`src/ssrc_pkg.sv`:
```
// Package with register map, field layout, reset values and timing counts
package ssrc_pkg;
	localparam int SPD_W = 16;
	localparam int SUM_W = 18;
	localparam int TBL_N = 16;
	localparam int TBL_AW = 4;
	// Register byte offsets
	localparam logic [7:0] OFS_CONFIG = 8'h00;
	localparam logic [7:0] OFS_MAX_SPEED = 8'h04;
	localparam logic [7:0] OFS_MIN_SPEED = 8'h08;
	localparam logic [7:0] OFS_START_VALUE = 8'h0c;
	localparam logic [7:0] OFS_RAMP_UP = 8'h10;
	localparam logic [7:0] OFS_RAMP_DOWN = 8'h14;
	localparam logic [7:0] OFS_FIX_MODE = 8'h18;
	localparam logic [7:0] OFS_POT_OUT = 8'h1c;
	localparam logic [7:0] OFS_FIX_OUT = 8'h20;
	localparam logic [7:0] OFS_STATUS = 8'h24;
	localparam logic [7:0] OFS_TABLE = 8'h40;
	localparam logic [1:0] TABLE_PAGE = 2'h1;
	// Configuration field bit positions
	localparam int CFG_STORE = 0;
	localparam int CFG_AUTO_RAMP = 1;
	localparam int CFG_ROUND = 2;
	localparam int CFG_NVSTORE = 3;
	localparam int CFG_ALWAYS = 4;
	localparam int CFG_W = 5;
	// Status bit positions
	localparam int ST_MOTOR_ON = 0;
	localparam int ST_FIX_ACTIVE = 1;
	localparam int ST_RAMPING = 2;
	// Reset values
	localparam logic [4:0] CFG_RST = 5'h06;
	localparam logic [15:0] MAX_SPEED_RST = 16'h0000;
	localparam logic [15:0] MIN_SPEED_RST = 16'h0000;
	localparam logic [15:0] START_VALUE_RST = 16'h0000;
	localparam logic [15:0] RAMP_TIME_RST_MS = 16'h2710;
	localparam logic signed [17:0] SPD_LO = 18'sh38000;
	localparam logic signed [17:0] SPD_HI = 18'sh07fff;
	// Ramp time is the time to ramp from zero to the reference speed
	localparam logic [31:0] REF_SPEED_RPM = 32'h0000_05dc;
	localparam logic [3:0] ROUND_STEPS = 4'h8;
	// Ramp timebase: one tick per millisecond
	localparam int CLK_PERIOD_PS = 5000;
	localparam int TICK_PERIOD_NS = 1000000;
	localparam int TICK_CYCLES = TICK_PERIOD_NS * 1000 / CLK_PERIOD_PS;
	// Fixed setpoint selection modes
	typedef enum logic [1:0] {
		FIX_DIRECT = 2'b01,
		FIX_BINARY = 2'b10
	} ssrc_fix_mode_e;
	// Bus answer sequence
	typedef enum logic [1:0] {
		BUS_IDLE = 2'b00,
		BUS_MEM = 2'b01,
		BUS_DONE = 2'b10
	} ssrc_bus_e;
endpackage : ssrc_pkg

```
`src/ssrc_mem_if.sv`:
```
// Interface between the setpoint logic and the fixed setpoint table
`timescale 1ns/1ps
interface ssrc_mem_if;
	import ssrc_pkg::*;
	logic we;
	logic [TBL_AW-1:0] waddr;
	logic [SPD_W-1:0] wdata;
	logic [TBL_AW-1:0] raddr;
	logic [SPD_W-1:0] rdata;
	modport ctrl (output we, waddr, wdata, raddr, input rdata);
	modport mem (input we, waddr, wdata, raddr, output rdata);
endinterface : ssrc_mem_if

```
`src/ssrc_top.sv`:
```
// Speed setpoint source: emulated potentiometer and fixed setpoints
`timescale 1ns/1ps

// Overview of operation
// [RULE_01] Switch-on loads start value or stored value
// [RULE_02] Automatic mode: bit 01 selects ramp or jump
// [RULE_03] Manual mode always ramps
// [RULE_04] Bit 02 adds initial rounding to ramp
// [RULE_05] Bits 03 and 00 keep value nonvolatile
// [RULE_06] Bit 04 ramps while motor is off
// [RULE_07] Configuration resets to 00110 binary
// [RULE_08] Output never above maximum speed
// [RULE_09] Output never below minimum speed; the code lets the maximum win when the minimum exceeds it
// [RULE_10] Accept rising edge loads setting value
// [RULE_11] Direct mode sums enabled four setpoints
// [RULE_12] Binary mode picks one of sixteen
// [RULE_13] Raise ramps up, lower ramps down
// [RULE_14] Ramp times configurable, ten seconds default
// [RULE_15] Start value configurable, zero default
// [RULE_16] Raise with lower holds the output
// [RULE_17] Clamp applies after every load or step
module ssrc_top #(
	parameter int TICK_CYC = ssrc_pkg::TICK_CYCLES // Cycles per ms tick
) (
	input wire logic CORE_CLK_I, // Core clock, 200 MHz
	input wire logic RSTN_I, // Synchronous reset, active low
	input wire logic [7:0] AVS_ADDRESS_I, // Byte address
	input wire logic AVS_READ_I, // Read request
	input wire logic AVS_WRITE_I, // Write request
	input wire logic [31:0] AVS_WRITEDATA_I, // Write data
	input wire logic [3:0] AVS_BYTEENABLE_I, // Byte lanes
	output logic [31:0] AVS_READDATA_O, // Read data
	output logic AVS_WAITREQUEST_O, // Stall
	input wire logic MOTOR_ON_I, // Motor switched on
	input wire logic POT_RAISE_COMMAND_I, // Raise command
	input wire logic POT_LOWER_COMMAND_I, // Lower command
	input wire logic AUTO_MODE_SELECT_I, // High for automatic mode
	input wire logic ACCEPT_SETTING_STROBE_I, // Accept setting value
	input wire logic [ssrc_pkg::SPD_W-1:0] SETTING_VALUE_SOURCE_I, // rpm
	input wire logic [3:0] FIXED_SELECT_I, // Fixed selection bits
	input wire logic NV_VALID_I, // Stored value present
	input wire logic [ssrc_pkg::SPD_W-1:0] NV_DATA_I, // Stored value
	output logic NV_WRITE_O, // Store strobe
	output logic [ssrc_pkg::SPD_W-1:0] NV_DATA_O, // Value to store
	output logic [ssrc_pkg::SPD_W-1:0] POT_OUTPUT_O, // Pot setpoint rpm
	output logic [ssrc_pkg::SPD_W-1:0] FIXED_SETPOINT_O, // Fixed rpm
	output logic FIXED_ACTIVE_O // Some fixed setpoint selected
);
	import ssrc_pkg::*;

	// Limit a wide signed value to a window, the upper bound winning
	function automatic logic [SPD_W-1:0] spd_clamp(
		input logic signed [SUM_W-1:0] v,
		input logic signed [SUM_W-1:0] lo,
		input logic signed [SUM_W-1:0] hi);
		logic signed [SUM_W-1:0] r;
		r = v;
		if (r < lo) begin
			r = lo;
		end
		if (r > hi) begin
			r = hi;
		end
		return r[SPD_W-1:0];
	endfunction : spd_clamp

	// Sign-extend a speed to the wide arithmetic width
	function automatic logic signed [SUM_W-1:0] spd_wide(
		input logic [SPD_W-1:0] v);
		return {{(SUM_W-SPD_W){v[SPD_W-1]}}, v};
	endfunction : spd_wide

	// Merge the two low byte lanes of a write into a 16-bit register
	function automatic logic [15:0] lane_merge(
		input logic [15:0] old,
		input logic [31:0] wd,
		input logic [3:0] be);
		logic [15:0] r;
		r = old;
		if (be[0]) begin
			r[7:0] = wd[7:0];
		end
		if (be[1]) begin
			r[15:8] = wd[15:8];
		end
		return r;
	endfunction : lane_merge

	ssrc_mem_if tbl ();

	ssrc_fixed_mem u_mem (
		.clk_i (CORE_CLK_I),
		.rstn_i (RSTN_I),
		.mem (tbl.mem)
	);

	logic [CFG_W-1:0] cfg_q;
	logic [15:0] max_q, min_q, start_q, rup_q, rdn_q;
	ssrc_fix_mode_e fmode_q;
	ssrc_bus_e bus_q;
	logic [31:0] rdata_q;
	logic wr_go, bus_mem, is_table;
	logic [5:0] word_ofs;

	// Register bus: every access stalls at least one cycle
	assign is_table = AVS_ADDRESS_I[7:6] == TABLE_PAGE;
	assign word_ofs = AVS_ADDRESS_I[7:2];
	assign AVS_WAITREQUEST_O = bus_q != BUS_DONE;
	assign AVS_READDATA_O = rdata_q;
	assign wr_go = AVS_WRITE_I && bus_q == BUS_DONE;
	assign bus_mem = AVS_READ_I && is_table && bus_q == BUS_IDLE;

	logic [SPD_W-1:0] pot_q, fix_q;
	logic motor_q, ramping;

	// Read mux for plain registers; unmapped words read as zero
	function automatic logic [31:0] reg_read(input logic [7:0] a);
		logic [31:0] r;
		r = '0;
		case (a)
			OFS_CONFIG: r[CFG_W-1:0] = cfg_q;
			OFS_MAX_SPEED: r[15:0] = max_q;
			OFS_MIN_SPEED: r[15:0] = min_q;
			OFS_START_VALUE: r[15:0] = start_q;
			OFS_RAMP_UP: r[15:0] = rup_q;
			OFS_RAMP_DOWN: r[15:0] = rdn_q;
			OFS_FIX_MODE: r[1:0] = fmode_q;
			OFS_POT_OUT: r[15:0] = pot_q;
			OFS_FIX_OUT: r[15:0] = fix_q;
			OFS_STATUS: begin
				r[ST_MOTOR_ON] = motor_q;
				r[ST_FIX_ACTIVE] = FIXED_ACTIVE_O;
				r[ST_RAMPING] = ramping;
			end
			default: r = '0;
		endcase
		return r;
	endfunction : reg_read

	// Answer sequence; table reads wait one extra cycle for the memory
	always_ff @(posedge CORE_CLK_I) begin
		if (!RSTN_I) begin
			bus_q <= BUS_IDLE;
			rdata_q <= '0;
		end else begin
			case (bus_q)
				BUS_IDLE: begin
					if (bus_mem) begin
						bus_q <= BUS_MEM;
					end else if (AVS_READ_I || AVS_WRITE_I) begin
						bus_q <= BUS_DONE;
						rdata_q <= is_table ? '0 : reg_read(AVS_ADDRESS_I);
					end
				end
				BUS_MEM: begin
					bus_q <= BUS_DONE;
					rdata_q <= {16'h0000, tbl.rdata};
				end
				BUS_DONE: bus_q <= BUS_IDLE;
				default: bus_q <= BUS_IDLE;
			endcase
		end
	end

	// Writable registers take effect at the edge that ends the stall
	always_ff @(posedge CORE_CLK_I) begin
		if (!RSTN_I) begin
			cfg_q <= CFG_RST; // RULE_07
			max_q <= MAX_SPEED_RST; // RULE_08
			min_q <= MIN_SPEED_RST; // RULE_09
			start_q <= START_VALUE_RST; // RULE_15
			rup_q <= RAMP_TIME_RST_MS; // RULE_14
			rdn_q <= RAMP_TIME_RST_MS; // RULE_14
			fmode_q <= FIX_DIRECT;
		end else if (wr_go && !is_table) begin
			case (AVS_ADDRESS_I)
				OFS_CONFIG: begin
					if (AVS_BYTEENABLE_I[0]) begin
						cfg_q <= AVS_WRITEDATA_I[CFG_W-1:0];
					end
				end
				OFS_MAX_SPEED: max_q <= lane_merge(max_q,
					AVS_WRITEDATA_I, AVS_BYTEENABLE_I);
				OFS_MIN_SPEED: min_q <= lane_merge(min_q,
					AVS_WRITEDATA_I, AVS_BYTEENABLE_I);
				OFS_START_VALUE: start_q <= lane_merge(start_q,
					AVS_WRITEDATA_I, AVS_BYTEENABLE_I); // RULE_15
				OFS_RAMP_UP: rup_q <= lane_merge(rup_q,
					AVS_WRITEDATA_I, AVS_BYTEENABLE_I); // RULE_14
				OFS_RAMP_DOWN: rdn_q <= lane_merge(rdn_q,
					AVS_WRITEDATA_I, AVS_BYTEENABLE_I); // RULE_14
				OFS_FIX_MODE: begin
					// Unknown mode codes are ignored to keep a legal mode
					if (AVS_BYTEENABLE_I[0] &&
						AVS_WRITEDATA_I[1:0] == FIX_BINARY) begin
						fmode_q <= FIX_BINARY;
					end else if (AVS_BYTEENABLE_I[0] &&
						AVS_WRITEDATA_I[1:0] == FIX_DIRECT) begin
						fmode_q <= FIX_DIRECT;
					end
				end
				default: ;
			endcase
		end
	end

	// Table writes store the whole low half-word
	assign tbl.we = wr_go && is_table;
	assign tbl.waddr = word_ofs[TBL_AW-1:0];
	assign tbl.wdata = AVS_WRITEDATA_I[15:0];

	// Fixed setpoint scanner shares the table read port with the bus
	logic [1:0] scan_q;
	logic scan_v_q;
	logic [TBL_AW-1:0] scan_idx_q, scan_addr;
	logic signed [SUM_W-1:0] sum_q;
	assign scan_addr = fmode_q == FIX_BINARY ? FIXED_SELECT_I
		: {2'b00, scan_q};
	assign tbl.raddr = bus_mem ? word_ofs[TBL_AW-1:0] : scan_addr;

	always_ff @(posedge CORE_CLK_I) begin
		if (!RSTN_I) begin
			scan_q <= '0;
			scan_v_q <= 1'b0;
			scan_idx_q <= '0;
		end else begin
			scan_v_q <= !bus_mem;
			scan_idx_q <= scan_addr;
			if (!bus_mem) begin
				scan_q <= scan_q + 2'h1;
			end
		end
	end

	// Direct mode accumulates four words; binary mode takes one
	always_ff @(posedge CORE_CLK_I) begin
		if (!RSTN_I) begin
			sum_q <= '0;
			fix_q <= '0;
		end else if (scan_v_q) begin
			if (fmode_q == FIX_BINARY) begin
				fix_q <= tbl.rdata; // RULE_12
			end else begin
				logic signed [SUM_W-1:0] s;
				s = scan_idx_q[1:0] == 2'h0 ? '0 : sum_q;
				if (FIXED_SELECT_I[scan_idx_q[1:0]]) begin
					s = s + spd_wide(tbl.rdata); // RULE_11
				end
				sum_q <= s;
				if (scan_idx_q[1:0] == 2'h3) begin
					fix_q <= spd_clamp(s, SPD_LO, SPD_HI); // RULE_11
				end
			end
		end
	end
	assign FIXED_SETPOINT_O = fix_q;
	assign FIXED_ACTIVE_O = FIXED_SELECT_I != 4'h0;

	// Millisecond tick for the ramp timebase
	logic [31:0] tick_cnt_q;
	logic tick;
	assign tick = tick_cnt_q == 32'(TICK_CYC - 1);
	always_ff @(posedge CORE_CLK_I) begin
		if (!RSTN_I || tick) begin
			tick_cnt_q <= '0;
		end else begin
			tick_cnt_q <= tick_cnt_q + 32'h1;
		end
	end

	// Ramp stepping: one rpm per step, rate set by the ramp time
	logic up, down, ramp_on, computing, step;
	logic [31:0] acc_q, thresh;
	logic [3:0] round_q;
	assign up = POT_RAISE_COMMAND_I && !POT_LOWER_COMMAND_I; // RULE_16
	assign down = POT_LOWER_COMMAND_I && !POT_RAISE_COMMAND_I; // RULE_16
	assign computing = MOTOR_ON_I || cfg_q[CFG_ALWAYS]; // RULE_06
	assign ramp_on = !AUTO_MODE_SELECT_I // RULE_03
		|| cfg_q[CFG_AUTO_RAMP]; // RULE_02
	assign ramping = computing && (up || down);

	// Early steps need twice the time so a short tap moves very little
	always_comb begin
		thresh = {16'h0000, up ? rup_q : rdn_q};
		if (cfg_q[CFG_ROUND] && round_q < ROUND_STEPS) begin
			thresh = {15'h0000, thresh[15:0], 1'b0}; // RULE_04
		end
	end
	assign step = ramping && ramp_on && thresh != '0 && acc_q >= thresh;

	always_ff @(posedge CORE_CLK_I) begin
		if (!RSTN_I || !ramping) begin
			acc_q <= '0;
			round_q <= '0;
		end else if (step) begin
			acc_q <= acc_q - thresh;
			if (round_q < ROUND_STEPS) begin
				round_q <= round_q + 4'h1;
			end
		end else if (tick) begin
			acc_q <= acc_q + REF_SPEED_RPM;
		end
	end

	// Edge detectors for switch-on, switch-off and accept
	logic accept_q, boot_q;
	logic [SPD_W-1:0] saved_q;
	logic on_rise, off_fall, acc_rise;
	assign on_rise = MOTOR_ON_I && !motor_q;
	assign off_fall = !MOTOR_ON_I && motor_q;
	assign acc_rise = ACCEPT_SETTING_STROBE_I && !accept_q; // RULE_10

	always_ff @(posedge CORE_CLK_I) begin
		if (!RSTN_I) begin
			motor_q <= 1'b0;
			accept_q <= 1'b0;
		end else begin
			motor_q <= MOTOR_ON_I;
			accept_q <= ACCEPT_SETTING_STROBE_I;
		end
	end

	// Stored value: caught at switch-off, reloaded from store after reset
	always_ff @(posedge CORE_CLK_I) begin
		if (!RSTN_I) begin
			saved_q <= '0;
			boot_q <= 1'b0;
			NV_WRITE_O <= 1'b0;
			NV_DATA_O <= '0;
		end else begin
			boot_q <= 1'b1;
			NV_WRITE_O <= 1'b0;
			if (!boot_q && NV_VALID_I) begin
				saved_q <= NV_DATA_I; // RULE_05
			end else if (off_fall && cfg_q[CFG_STORE]) begin
				saved_q <= pot_q; // RULE_01
				if (cfg_q[CFG_NVSTORE]) begin
					NV_WRITE_O <= 1'b1; // RULE_05
					NV_DATA_O <= pot_q; // RULE_05
				end
			end
		end
	end

	// Next potentiometer value before the limits are applied
	logic signed [SUM_W-1:0] pot_d;
	always_comb begin
		pot_d = spd_wide(pot_q);
		if (on_rise) begin
			pot_d = cfg_q[CFG_STORE] ? spd_wide(saved_q) // RULE_01
				: spd_wide(start_q); // RULE_01
		end else if (acc_rise) begin
			pot_d = spd_wide(SETTING_VALUE_SOURCE_I); // RULE_10
		end else if (ramping && !ramp_on) begin
			pot_d = up ? spd_wide(max_q) : spd_wide(min_q); // RULE_02
		end else if (step) begin
			pot_d = up ? spd_wide(pot_q) + 18'sh00001 // RULE_13
				: spd_wide(pot_q) - 18'sh00001; // RULE_13
		end
	end

	// Limits are applied last, every cycle, so a limit change bites too
	always_ff @(posedge CORE_CLK_I) begin
		if (!RSTN_I) begin
			pot_q <= '0;
		end else begin
			pot_q <= spd_clamp(pot_d, spd_wide(min_q), // RULE_17 RULE_09
				spd_wide(max_q)); // RULE_08
		end
	end
	assign POT_OUTPUT_O = pot_q;
endmodule : ssrc_top

```
`src/ssrc_fixed_mem.sv`:
```
// Sixteen-word fixed setpoint table with registered read data
`timescale 1ns/1ps
module ssrc_fixed_mem (
	input wire logic clk_i, // Core clock
	input wire logic rstn_i, // Synchronous reset, active low
	ssrc_mem_if.mem mem // Table port
);
	import ssrc_pkg::*;
	logic [SPD_W-1:0] word_q [TBL_N];
	logic [SPD_W-1:0] rdata_q;

	// All setpoints start at zero speed
	always_ff @(posedge clk_i) begin
		if (!rstn_i) begin
			for (int i = 0; i < TBL_N; i++) begin
				word_q[i] <= '0;
			end
		end else if (mem.we) begin
			word_q[mem.waddr] <= mem.wdata;
		end
	end

	// Read data one cycle after the address
	always_ff @(posedge clk_i) begin
		if (!rstn_i) begin
			rdata_q <= '0;
		end else begin
			rdata_q <= word_q[mem.raddr];
		end
	end

	assign mem.rdata = rdata_q;
endmodule : ssrc_fixed_mem

```
`config.mk`:
```
export PLATFORM = sky130hd
export DESIGN_NAME = ssrc_top
export DESIGN_NICKNAME = d
export VERILOG_FILES = /design/src/ssrc_pkg.sv /design/src/ssrc_mem_if.sv /design/src/ssrc_top.sv /design/src/ssrc_fixed_mem.sv
export SDC_FILE = /design/constraint.sdc
export NUM_CORES = 1
export LEC_CHECK = 0
export BUFFER_PORTS_ARGS = -buffer_cell sky130_fd_sc_hd__clkbuf_2
export CAP_MARGIN = 20
export CORE_AREA = 2 2 258 260
export DETAILED_ROUTE_END_ITERATION = 7
export DIE_AREA = 0 0 260 262
export MAX_ROUTING_LAYER = met4
export PLACE_DENSITY = 0.59
export RECOVER_POWER = 25
export SETUP_SLACK_MARGIN = 0.05
export SYNTH_ARGS = -nofsm -noshare
export SYNTH_HDL_FRONTEND = slang
export SYNTH_SLANG_ARGS = --single-unit
```
`constraint.sdc`:
```
create_clock -name CORE_CLK_I -period 10.2 [get_ports CORE_CLK_I]
set_input_delay 0.51 -clock CORE_CLK_I [delete_from_list [all_inputs] [get_ports CORE_CLK_I]]
set_output_delay 0.51 -clock CORE_CLK_I [all_outputs]
set_load 0.02 [all_outputs]
```
=== Yosys cells after proc, flatten, opt, wreduce, memory -nomap -nowiden ===
Memory sizes are Yosys's and may differ from the RTL's. A register that Yosys moved wholly into a read port is not among the register bits.
Index checks and enable logic that the tools add are counted.

* Bitwise logic cells: 4
* Eq/ne operators: 21
* Reductions and logical operators: 68
* Mux-type cells: 55
* Add/subtract/negate cells: 8
* Magnitude comparators: 7

{| class="wikitable"
|+ Operators by type and width
! cell !! count
|-
| 18-bit two-way mux || 19
|-
| 16-bit two-way mux || 9
|-
| 32-bit two-way mux || 4
|-
| 11-bit case mux with 7 select lines || 1
|-
| 32-bit case mux with 2 select lines || 1
|-
| 3-bit AND reduction || 14
|-
| 32-bit by 1-bit adder with 32-bit output, second input constant || 1
|-
| 32-bit by 11-bit adder with 32-bit output, second input constant || 1
|-
| 32-bit by 18-bit equality test with 1-bit output, second input constant || 1
|-
| 8-bit by 5-bit equality test with 1-bit output, second input constant || 4
|-
| 32-bit greater-or-equal comparator || 1
|-
| 32-bit nonzero test || 1
|-
| 32-bit subtractor || 1
|-
| 1-bit logical AND || 20
|-
| 2-bit case mux with 10 select lines || 1
|-
| 18-bit by 16-bit adder with 18-bit output || 1
|-
| 18-bit by 16-bit greater-than comparator with 1-bit output || 1
|-
| 18-bit by 16-bit greater-than comparator with 1-bit output, second input constant || 1
|-
| 18-bit by 16-bit < comparator with 1-bit output || 1
|-
| 18-bit by 16-bit < comparator with 1-bit output, second input constant || 1
|-
| 16-bit by 2-bit adder with 17-bit output, second input constant || 1
|-
| 17-bit two-way mux || 1
|-
| 16-bit by 2-bit subtractor with 17-bit output, second input constant || 1
|-
| 8-bit by 4-bit equality test with 1-bit output, second input constant || 2
|-
| 28 further kinds || 74
|}

* Bits of input ports: 90
* Flip-flop bits (word level): 280
* Memories: 1
* RAM bits: 256

{| class="wikitable"
|+ Memories
! memory !! depth !! bits a word !! read ports !! clocked after Yosys merged registers in !! write ports !! line !! RTL
|-
| u_mem.word_q || 16 || 16 || 1 || 1 || 16 || ssrc_fixed_mem.sv:9 || <nowiki>logic [SPD_W-1:0] word_q [TBL_N];</nowiki>
|}

=== Logic depth before layout (Yosys ltp) ===
Gate-level depths: netlist (run 1).

* Word-level depth: 17
* Mapped depth: 42
* Mapped depth without buffers: 35

=== Cells and area by module ===
From an unflattened synthesis (run 1), not the netlist that was laid out.

* Cell total of the unflattened synthesis: 2962
* Area, all modules: 29107.9 um^2

{| class="wikitable"
|+ By module, submodules not included
! module !! times used !! cells each !! area each (um^2) !! sequential area each (um^2)
|-
| ssrc_top || 1 || 2104 || 16962.5 || 5285.1
|-
| ssrc_fixed_mem || 1 || 858 || 12145.4 || 8007.7
|}

=== Worst setup path before layout (run 1) ===
No wires, ideal clock.

* Path type: input to register
* Start point: in POT_LOWER_COMMAND_I
* End point: reg pot_q[14], in the netlist POT_OUTPUT_O[14]
* Setup time: 0.119 ns
* Data arrival time: 8.777 ns
* Stages on the path: 36
* Slack: 1.304 ns
* Cells stage by stage: inv_1 -> ha_1 -> buf_2 -> clkbuf_1 -> buf_1 -> mux4_2 -> inv_1 -> ha_1 -> nand4_1 -> a211oi_1 -> o311a_1 -> or3_1 -> buf_6 -> nand2_4 -> a21oi_2 -> o21a_1 -> a221o_1 -> ha_1 -> nand4_1 -> or3_1 -> or4_1 -> o211ai_1 -> nand4_1 -> nand3_4 -> buf_6 -> mux2_2 -> ha_1 -> nand3_1 -> or3_1 -> or3_1 -> o211ai_1 -> o21ai_0 -> a41oi_1 -> clkbuf_1 -> o21ai_0 -> o221a_2

* Word-level cells in the longest chain between the ends: 16
* Elaborated cells on any way between the ends: 24
* Those cells by class: order compare (3); mux (11); reduce/logical (10)

{| class="wikitable"
|+ Ends and longest elaborated chain
! item !! line !! RTL
|-
| start: declaration || ssrc_top.sv:36 || <nowiki>input wire logic POT_LOWER_COMMAND_I,</nowiki>
|-
| branches (longest 8 deep; another with 32-bit greater-or-equal comparator) || -- ||
|-
| 18-bit two-way mux * || ssrc_top.sv:354 || <nowiki>end else if (ramping && !ramp_on) begin</nowiki>
|-
| 18-bit two-way mux * || ssrc_top.sv:352 || <nowiki>end else if (acc_rise) begin</nowiki>
|-
| 18-bit two-way mux * || ssrc_top.sv:349 || <nowiki>if (on_rise) begin</nowiki>
|-
| 18-bit by 16-bit < comparator with 1-bit output || ssrc_top.sv:58 || <nowiki>if (r < lo) begin</nowiki>
|-
| 18-bit two-way mux * || ssrc_top.sv:58 ||
|-
| 18-bit two-way mux * || ssrc_top.sv:364 || <nowiki>if (!RSTN_I) begin</nowiki>
|-
| 18-bit by 16-bit greater-than comparator with 1-bit output || ssrc_top.sv:61 || <nowiki>if (r > hi) begin</nowiki>
|-
| 16-bit two-way mux * || ssrc_top.sv:61 ||
|-
| end signal: assignment || ssrc_top.sv:367 || <nowiki>pot_q <= spd_clamp(pot_d, spd_wide(min_q),</nowiki>
|-
| end: declaration || ssrc_top.sv:113 || <nowiki>logic [SPD_W-1:0] pot_q, fix_q;</nowiki>
|}

Every way passes the cells marked *. The select of a mux whose other input is x is not followed.
A chain may end at the register's enable or synchronous reset.

=== Worst setup path after layout (run 1) ===
* Start point: reg cfg_q[2]
* End point: reg pot_q[11], in the netlist POT_OUTPUT_O[11]

* Word-level cells in the longest chain between the ends: 14
* Elaborated cells on any way between the ends: 15
* Those cells by class: order compare (3); mux (8); reduce/logical (4)

{| class="wikitable"
|+ Ends and longest elaborated chain
! item !! line !! RTL
|-
| start: declaration || ssrc_top.sv:97 || <nowiki>logic [CFG_W-1:0] cfg_q;</nowiki>
|-
| start signal: assignment || ssrc_top.sv:179 || <nowiki>cfg_q <= AVS_WRITEDATA_I[CFG_W-1:0];</nowiki>
|-
| 1-bit logical AND * || ssrc_top.sv:285 || <nowiki>if (cfg_q[CFG_ROUND] && round_q < ROUND_STEPS) begin</nowiki>
|-
| 17-bit two-way mux * || ssrc_top.sv:285 ||
|-
| branches (longest 2 deep; another with 32-bit greater-or-equal comparator) || -- ||
|-
| 1-bit logical AND * || ssrc_top.sv:289 || <nowiki>assign step = ramping && ramp_on && thresh != '0 && acc_q >= thresh;</nowiki>
|-
| 18-bit two-way mux * || ssrc_top.sv:356 || <nowiki>end else if (step) begin</nowiki>
|-
| 18-bit two-way mux * || ssrc_top.sv:354 ||
|-
| 18-bit two-way mux * || ssrc_top.sv:352 ||
|-
| 18-bit two-way mux * || ssrc_top.sv:349 ||
|-
| 18-bit by 16-bit < comparator with 1-bit output || ssrc_top.sv:58 ||
|-
| 18-bit two-way mux * || ssrc_top.sv:58 ||
|-
| 18-bit two-way mux * || ssrc_top.sv:364 ||
|-
| 18-bit by 16-bit greater-than comparator with 1-bit output || ssrc_top.sv:61 ||
|-
| 16-bit two-way mux * || ssrc_top.sv:61 ||
|}

Marked as above.

==> metrics, run 1 <==
clock transition at the registers of the reported paths=0.06 ns; area leader, netlist=edfxtp_1; Finished Layout Cells=3944; Post-Syn Area per Cell=9.899 sq um; synthesis-stage register bit count=536; Initial Utilization=44.72%; Worst Hold Endpoint=accept_q; Fin Clk Skew=0.05678 ns; critical path's largest stage delay=0.57 ns; CTS Sinks=536; drt initial violations=2591; Syn-to-layout area delta=11.82%; cells resized by post-CTS repair=0; r2r startpoint=cfg_q[2]; DR vias/cell=5.987; Inst Count DP=3820; Synth async-reset ratio=0%; R2R cell count=34; antenna violations before repair=2; deepest clock path buffer count=3; Post-Syn Instances=2949; Slew Viols, Final=123; share of cells above drive strength 1=11.44%; synth unique cells=86; CP Class=register to register; Post-CTS Setup Inserts=0; CTS buffer count=59; post-synth top area share=26.33%; critical path peak fanout=28; CTS Hold Bufs=0; Site Rows=94; FILL cells=6008; I/O Pins=173; vias in the first global route=22730; switching share of power=28.76%; die width=260 um; Detailed Route WL=99510 um; Worst Hold Depth=2; P_int=3968 uW; Die Span Y=262 um; largest net degree at the start of global routing=123; top_reg_cell synth=dfxtp_1; Hold Slack=0.1036 ns; net count reported at finish=3208; Slowest-stage cell, CP=or4_1; Comb pwr share=16.5%; core box area=65280 sq um; fmax=107.9 MHz; Slew HR=-220.7%; via count=23610; outcome=complete, but fails checks; Placer Congestion=0.9477; die area=68120 sq um; post-DP HPWL=70150 um; critical path buffer and inverter count=3; total chip power=5570 uW; reg-to-reg setup timing slack=0.93 ns; violated checks=capacitance limit, slew limit; number of remaining DRC errors=0; pre-CTS setup slack=0.6225 ns; Seq/Total Area, Yosys=45.54%; number of enable flip-flop cells after synthesis=256; Final Setup Violations=0; RSZ-0062 raised after global routing=false; worst IR drop on VDD=0.1445 mV; IO buf count=138; first-pass GRT wire length=146100 um; gr usage total=29.81%; maxcap violations=1; root buffer cell=clkbuf_16; TritonRoute pass-1 iters=8; reg2reg end=POT_OUTPUT_O[11]; CTS tree=done; Hold/Removal Path Class=primary input to register; Clock power frac=39.7%; required time worst endpoint=10.54 ns; CP Launch Type=register; ANT nets after route=0; most common cell after layout, fill and taps aside=nor2_1; Sequential Power Share=43.9%; most used cell, CP=or3_1; Tcrit/Tclk final=90.89%; H-tree depth=2; Worst-Margin Slew=4.785 ns; P_leak=0.01201 uW; gr ovfl total=0; Avg WL per Cell=25.23 um; pwr/cell area=170.6 nW/um^2; synthesized cell area=29190 sq um; Area contributors post-synth=edfxtp_1 (26%), dfxtp_1 (19%), and2_1 (6.1%); Top delay family on crit path=simple AND/OR/NAND/NOR gates; Crit. End Element=register; most frequent cells in the layout=nor2_1 (293), dfxtp_1 (280), nand2_1 (259), edfxtp_1 (256), and2_1 (195); worst path arrival time=9.61 ns; sw power=1602 uW; Tmin final=9.271 ns; worst setup margin=0.9292 ns; Hold Startpoint=ACCEPT_SETTING_STROBE_I; final hold vios=0; post-route setup TNS=0 ns; Clock Latency Late Sink=0.65 ns; Worst setup startpoint=cfg_q[2]; synth warn=0
-- metrics by stage --
stage / area (sq um) / utilization [%]
2_1_floorplan: 29250 / -
3_3_place_gp: 30630 / 46.93
3_5_place_dp: 30660 / 46.96
4_1_cts: 32660 / 50.04
5_1_grt: 32640 / 50.00
6_report: 32640 / 50.01
-- worst reg2reg max path, delay by kind of cell (launching register included) --
kind / cells / cell delay (ns)
simple gates: 17 / 4.28
buf+inv: 3 / 0.78
compound gates: 10 / 2.56
fa+ha+maj: 4 / 0.98
flops: 1 / 0.42
-- cell type report --
class / count / area (sq um) / area share [%]
multi-input cells: 2146 / 14870 / 45.54
flip-flops and latches: 536 / 13290 / 40.72
clock buffers: 74 / 1573 / 4.818
well taps: 864 / 1081 / 3.312
repair buffers: 202 / 1079 / 3.304
clock inverters: 36 / 432.9 / 1.326
inverters: 82 / 309.0 / 0.9468
diodes: 4 / 10.01 / 0.03066
-- registers in the layout (all words and copies together) (netlist names), 18 cells and up --
register,flops
acc_q,32
sum_q,18
tick_cnt_q,32
u_mem.word_q,256
-- synth_stat cells, drive strengths merged (25+ instances only) --
| cell | number |
|---|---|
| a211oi | 89 |
| a21o | 25 |
| a21oi | 149 |
| a22oi | 36 |
| a31oi | 31 |
| and2 | 285 |
| buf | 41 |
| clkbuf | 159 |
| dfxtp | 280 |
| edfxtp | 256 |
| ha | 88 |
| inv | 80 |
| mux2 | 28 |
| mux2i | 116 |
| mux4 | 70 |
| nand2 | 260 |
| nand2b | 31 |
| nand3 | 55 |
| nand4 | 30 |
| nor2 | 294 |
| nor2b | 31 |
| nor3 | 59 |
| o21ai | 98 |
| or3 | 28 |
| xnor2 | 42 |
| xor2 | 46 |
-- worst max-delay path by stage --
stage	to	slack, ns	depth (start not counted)
2_1_floorplan	POT_OUTPUT_O[14]	1.30	36
3_3_place_gp	POT_OUTPUT_O[14]	0.85	35
3_5_place_dp	POT_OUTPUT_O[14]	0.62	31
4_1_cts	POT_OUTPUT_O[14]	1.09	31
5_1_grt	POT_OUTPUT_O[6]	0.19	34
6_report	POT_OUTPUT_O[11]	0.93	34
-- power by group through the flow --
| stage | logic, uW | registers [uW] | clock network, uW |
|---|---|---|---|
| after floorplan | 617 | 2440 | 0 |
| after detailed placement | 908 | 2490 | 0 |
| after global placement | 897 | 2480 | 0 |
| after global routing | 1000 | 2450 | 2330 |
| final | 918 | 2440 | 2210 |
| after CTS | 911 | 2440 | 2240 |
-- kinds of logic after synthesis --
kind of cell             synth area share, %
XOR/XNOR                               2.640
flip-flops                             45.54
other                                0.01285
buffers and inverters                  4.046
multiplexers                           10.47
AO/OA/AOI/OAI                          13.79
adder cells (fa/ha/maj)                3.978
AND/OR/NAND/NOR                        19.53
-- routing by layer --
metal  part of all wire, %  GRT usage [%]  vias up
li1                      -              -    10880
met1                    42          38.74    11580
met2                    47          47.17      931
met5                     0              -        -
met4                   4.0          10.97        0
met3                   7.7          4.668      213
(Power assumes the default switching activity.)
==> inputs of run 2 (changes only) <==
ABC_CLOCK_PERIOD_IN_PS = 10200   (was not set)
CORE_AREA = 2 2 261 212   (was 2 2 258 260)
DIE_AREA = 0 0 263 214   (was 0 0 260 262)
PLACE_DENSITY = 0.7   (was 0.59)
==> run 2 against run 1 <==
The flow still finishes with violations (capacitance limit, slew limit). Critical path type unchanged. Worst hold slack better by 0.013 ns. Non-clock buffer count is 13 lower. Sequential power hardly changed.
==> metrics, run 2 (synthesized netlist as in run 1, its figures left out) <==
outcome=complete, but fails checks; violated checks=capacitance limit, slew limit; Slew HR=-211.3%; Initial Utilization=54.62%; Detailed Route WL=92400 um; IO buf count=138; vias in the first global route=22330; core box area=53440 sq um; Clock power frac=39.3%; most frequent cells in the layout=nor2_1 (293), dfxtp_1 (280), nand2_1 (259), edfxtp_1 (256), and2_1 (205); gr ovfl total=0; Placed Area=30400 sq um; post-DP HPWL=65090 um; die width=263 um; post-route cell area=32250 sq um; fmax=106.9 MHz; switching share of power=28.27%; P_int=3929 uW; H-tree depth=2; TritonRoute pass-1 iters=7; biggest regs=u_mem.word_q x256, acc_q x32, tick_cnt_q x32; Hold/Removal Path Class=primary input to register; Syn-to-layout area delta=10.46%; P_leak=0.01188 uW; largest net degree at the start of global routing=115; die area=56280 sq um; drt initial violations=3018; reg-to-reg setup timing slack=0.85 ns; antenna violations before repair=3; critical path peak fanout=28; critical path's largest stage delay=0.63 ns; Avg WL per Cell=24.60 um; max reg flops=256; RSZ-0062 raised after global routing=false; worst path arrival time=9.91 ns; CP Class=register to register; Slew Viols, Final=162; most used cell, CP=or3_1; Slowest-stage cell, CP=mux4_2; gr usage total=33.06%; CTS buffer count=53; pwr/cell area=169.9 nW/um^2; Sequential Power Share=44.4%; share of cells above drive strength 1=11.01%; final hold vios=0; sw power=1548 uW; clock transition at the registers of the reported paths=0.06 ns; Die Span Y=214 um; via count=23830; Post-CTS Setup Inserts=0; Site Rows=76; Crit. End Element=register; CP Launch Type=register; Most flops, register=u_mem.word_q; Worst-Margin Slew=4.644 ns; critical path buffer and inverter count=1; most common cell after layout, fill and taps aside=nor2_1; post-route setup TNS=0 ns; Tmin final=9.354 ns; CTS Sinks=536; root buffer cell=clkbuf_16; DR vias/cell=6.342; required time worst endpoint=10.76 ns; I/O Pins=173; Top delay family on crit path=simple AND/OR/NAND/NOR gates; cells resized by post-CTS repair=0; CTS tree=done; deepest clock path buffer count=3; worst IR drop on VDD=0.1338 mV; CTS Hold Bufs=0; FILL cells=4444; net count reported at finish=3189; maxcap violations=2; Tcrit/Tclk final=91.71%; number of remaining DRC errors=0; Final Setup Violations=0; first-pass GRT wire length=137700 um; Comb pwr share=16.3%; ANT nets after route=0; Placer Congestion=1.004; Fin Clk Skew=0.02109 ns; Clock Latency Late Sink=0.63 ns
==> run 2: cell count changes in the layout (fill, tap and decap cells not counted), moves of 2 or more <==
cell        before  now
clkbuf_2        72   70
buf_4           49   39
clkinv_2        15   10
clkbuf_16       59   54
and2_0          90   80
clkbuf_8         4    8
diode_2          4    2
clkinvlp_4       1    5
clkinv_1         8    2
buf_6            5    0
and2_1         195  205
==> run 2: through the flow <==
step           total power [uW]  utilization, %  hold slack (ns)  instances  worst slack (ns)
3_5_place_dp               3347           56.88           0.4521       3651            0.6321
5_1_grt                    5648           60.34           0.1524       3757            0.2533
2_1_floorplan              3057               -           0.4299       2964             1.304
6_report                   5477           60.34           0.1162       3757            0.8460
4_1_cts                    5468           60.46          0.09736       3751             1.002
3_3_place_gp               3328           56.88           0.4416       3651            0.9687
==> run 2: power groups by stage <==
stage	Sequential (uW)	Clock (uW)	Combinational, uW
6_report	2430	2150	893
5_1_grt	2430	2250	970
4_1_cts	2420	2160	882
3_5_place_dp	2470	0	876
3_3_place_gp	2470	0	859
2_1_floorplan	2440	0	617
==> run 2: worst reg2reg max path: cells and delay by family (launching register included) <==
kind	cells	cell delay, ns
compound gates	11	2.43
fa+ha+maj	3	1.07
buf+inv	1	0.21
flops	1	0.51
simple gates	13	4.04
mux	2	1.04
==> run 2: cell type report <==
type | instances | area (sq um) | area share (%)
inverter | 82 | 309.0 | 0.9584
timing repair buffer | 189 | 978.4 | 3.034
clock buffer | 71 | 1495 | 4.637
multi-input combinational | 2146 | 14870 | 46.12
sequential | 536 | 13290 | 41.22
tap | 702 | 878.3 | 2.724
clock inverter | 29 | 415.4 | 1.288
antenna | 2 | 5.005 | 0.01552
==> run 2: final timing paths <==
kind | depth (start not counted) | from | to
max | 30 | round_q[3] | POT_OUTPUT_O[15]
min | 2 | ACCEPT_SETTING_STROBE_I | accept_q
max reg2reg | 30 | round_q[3] | POT_OUTPUT_O[15]
min reg2reg | 2 | NV_DATA_O[13] | NV_DATA_O[13]
==> run 2: layer usage <==
layer | vias up | share of wire, % | global-route usage, %
li1 | 10840 | - | -
met1 | 11550 | 43 | 46.72
met2 | 1253 | 44 | 48.84
met3 | 182 | 9.8 | 5.368
met4 | 0 | 3.2 | 10.36
met5 | - | 0 | -
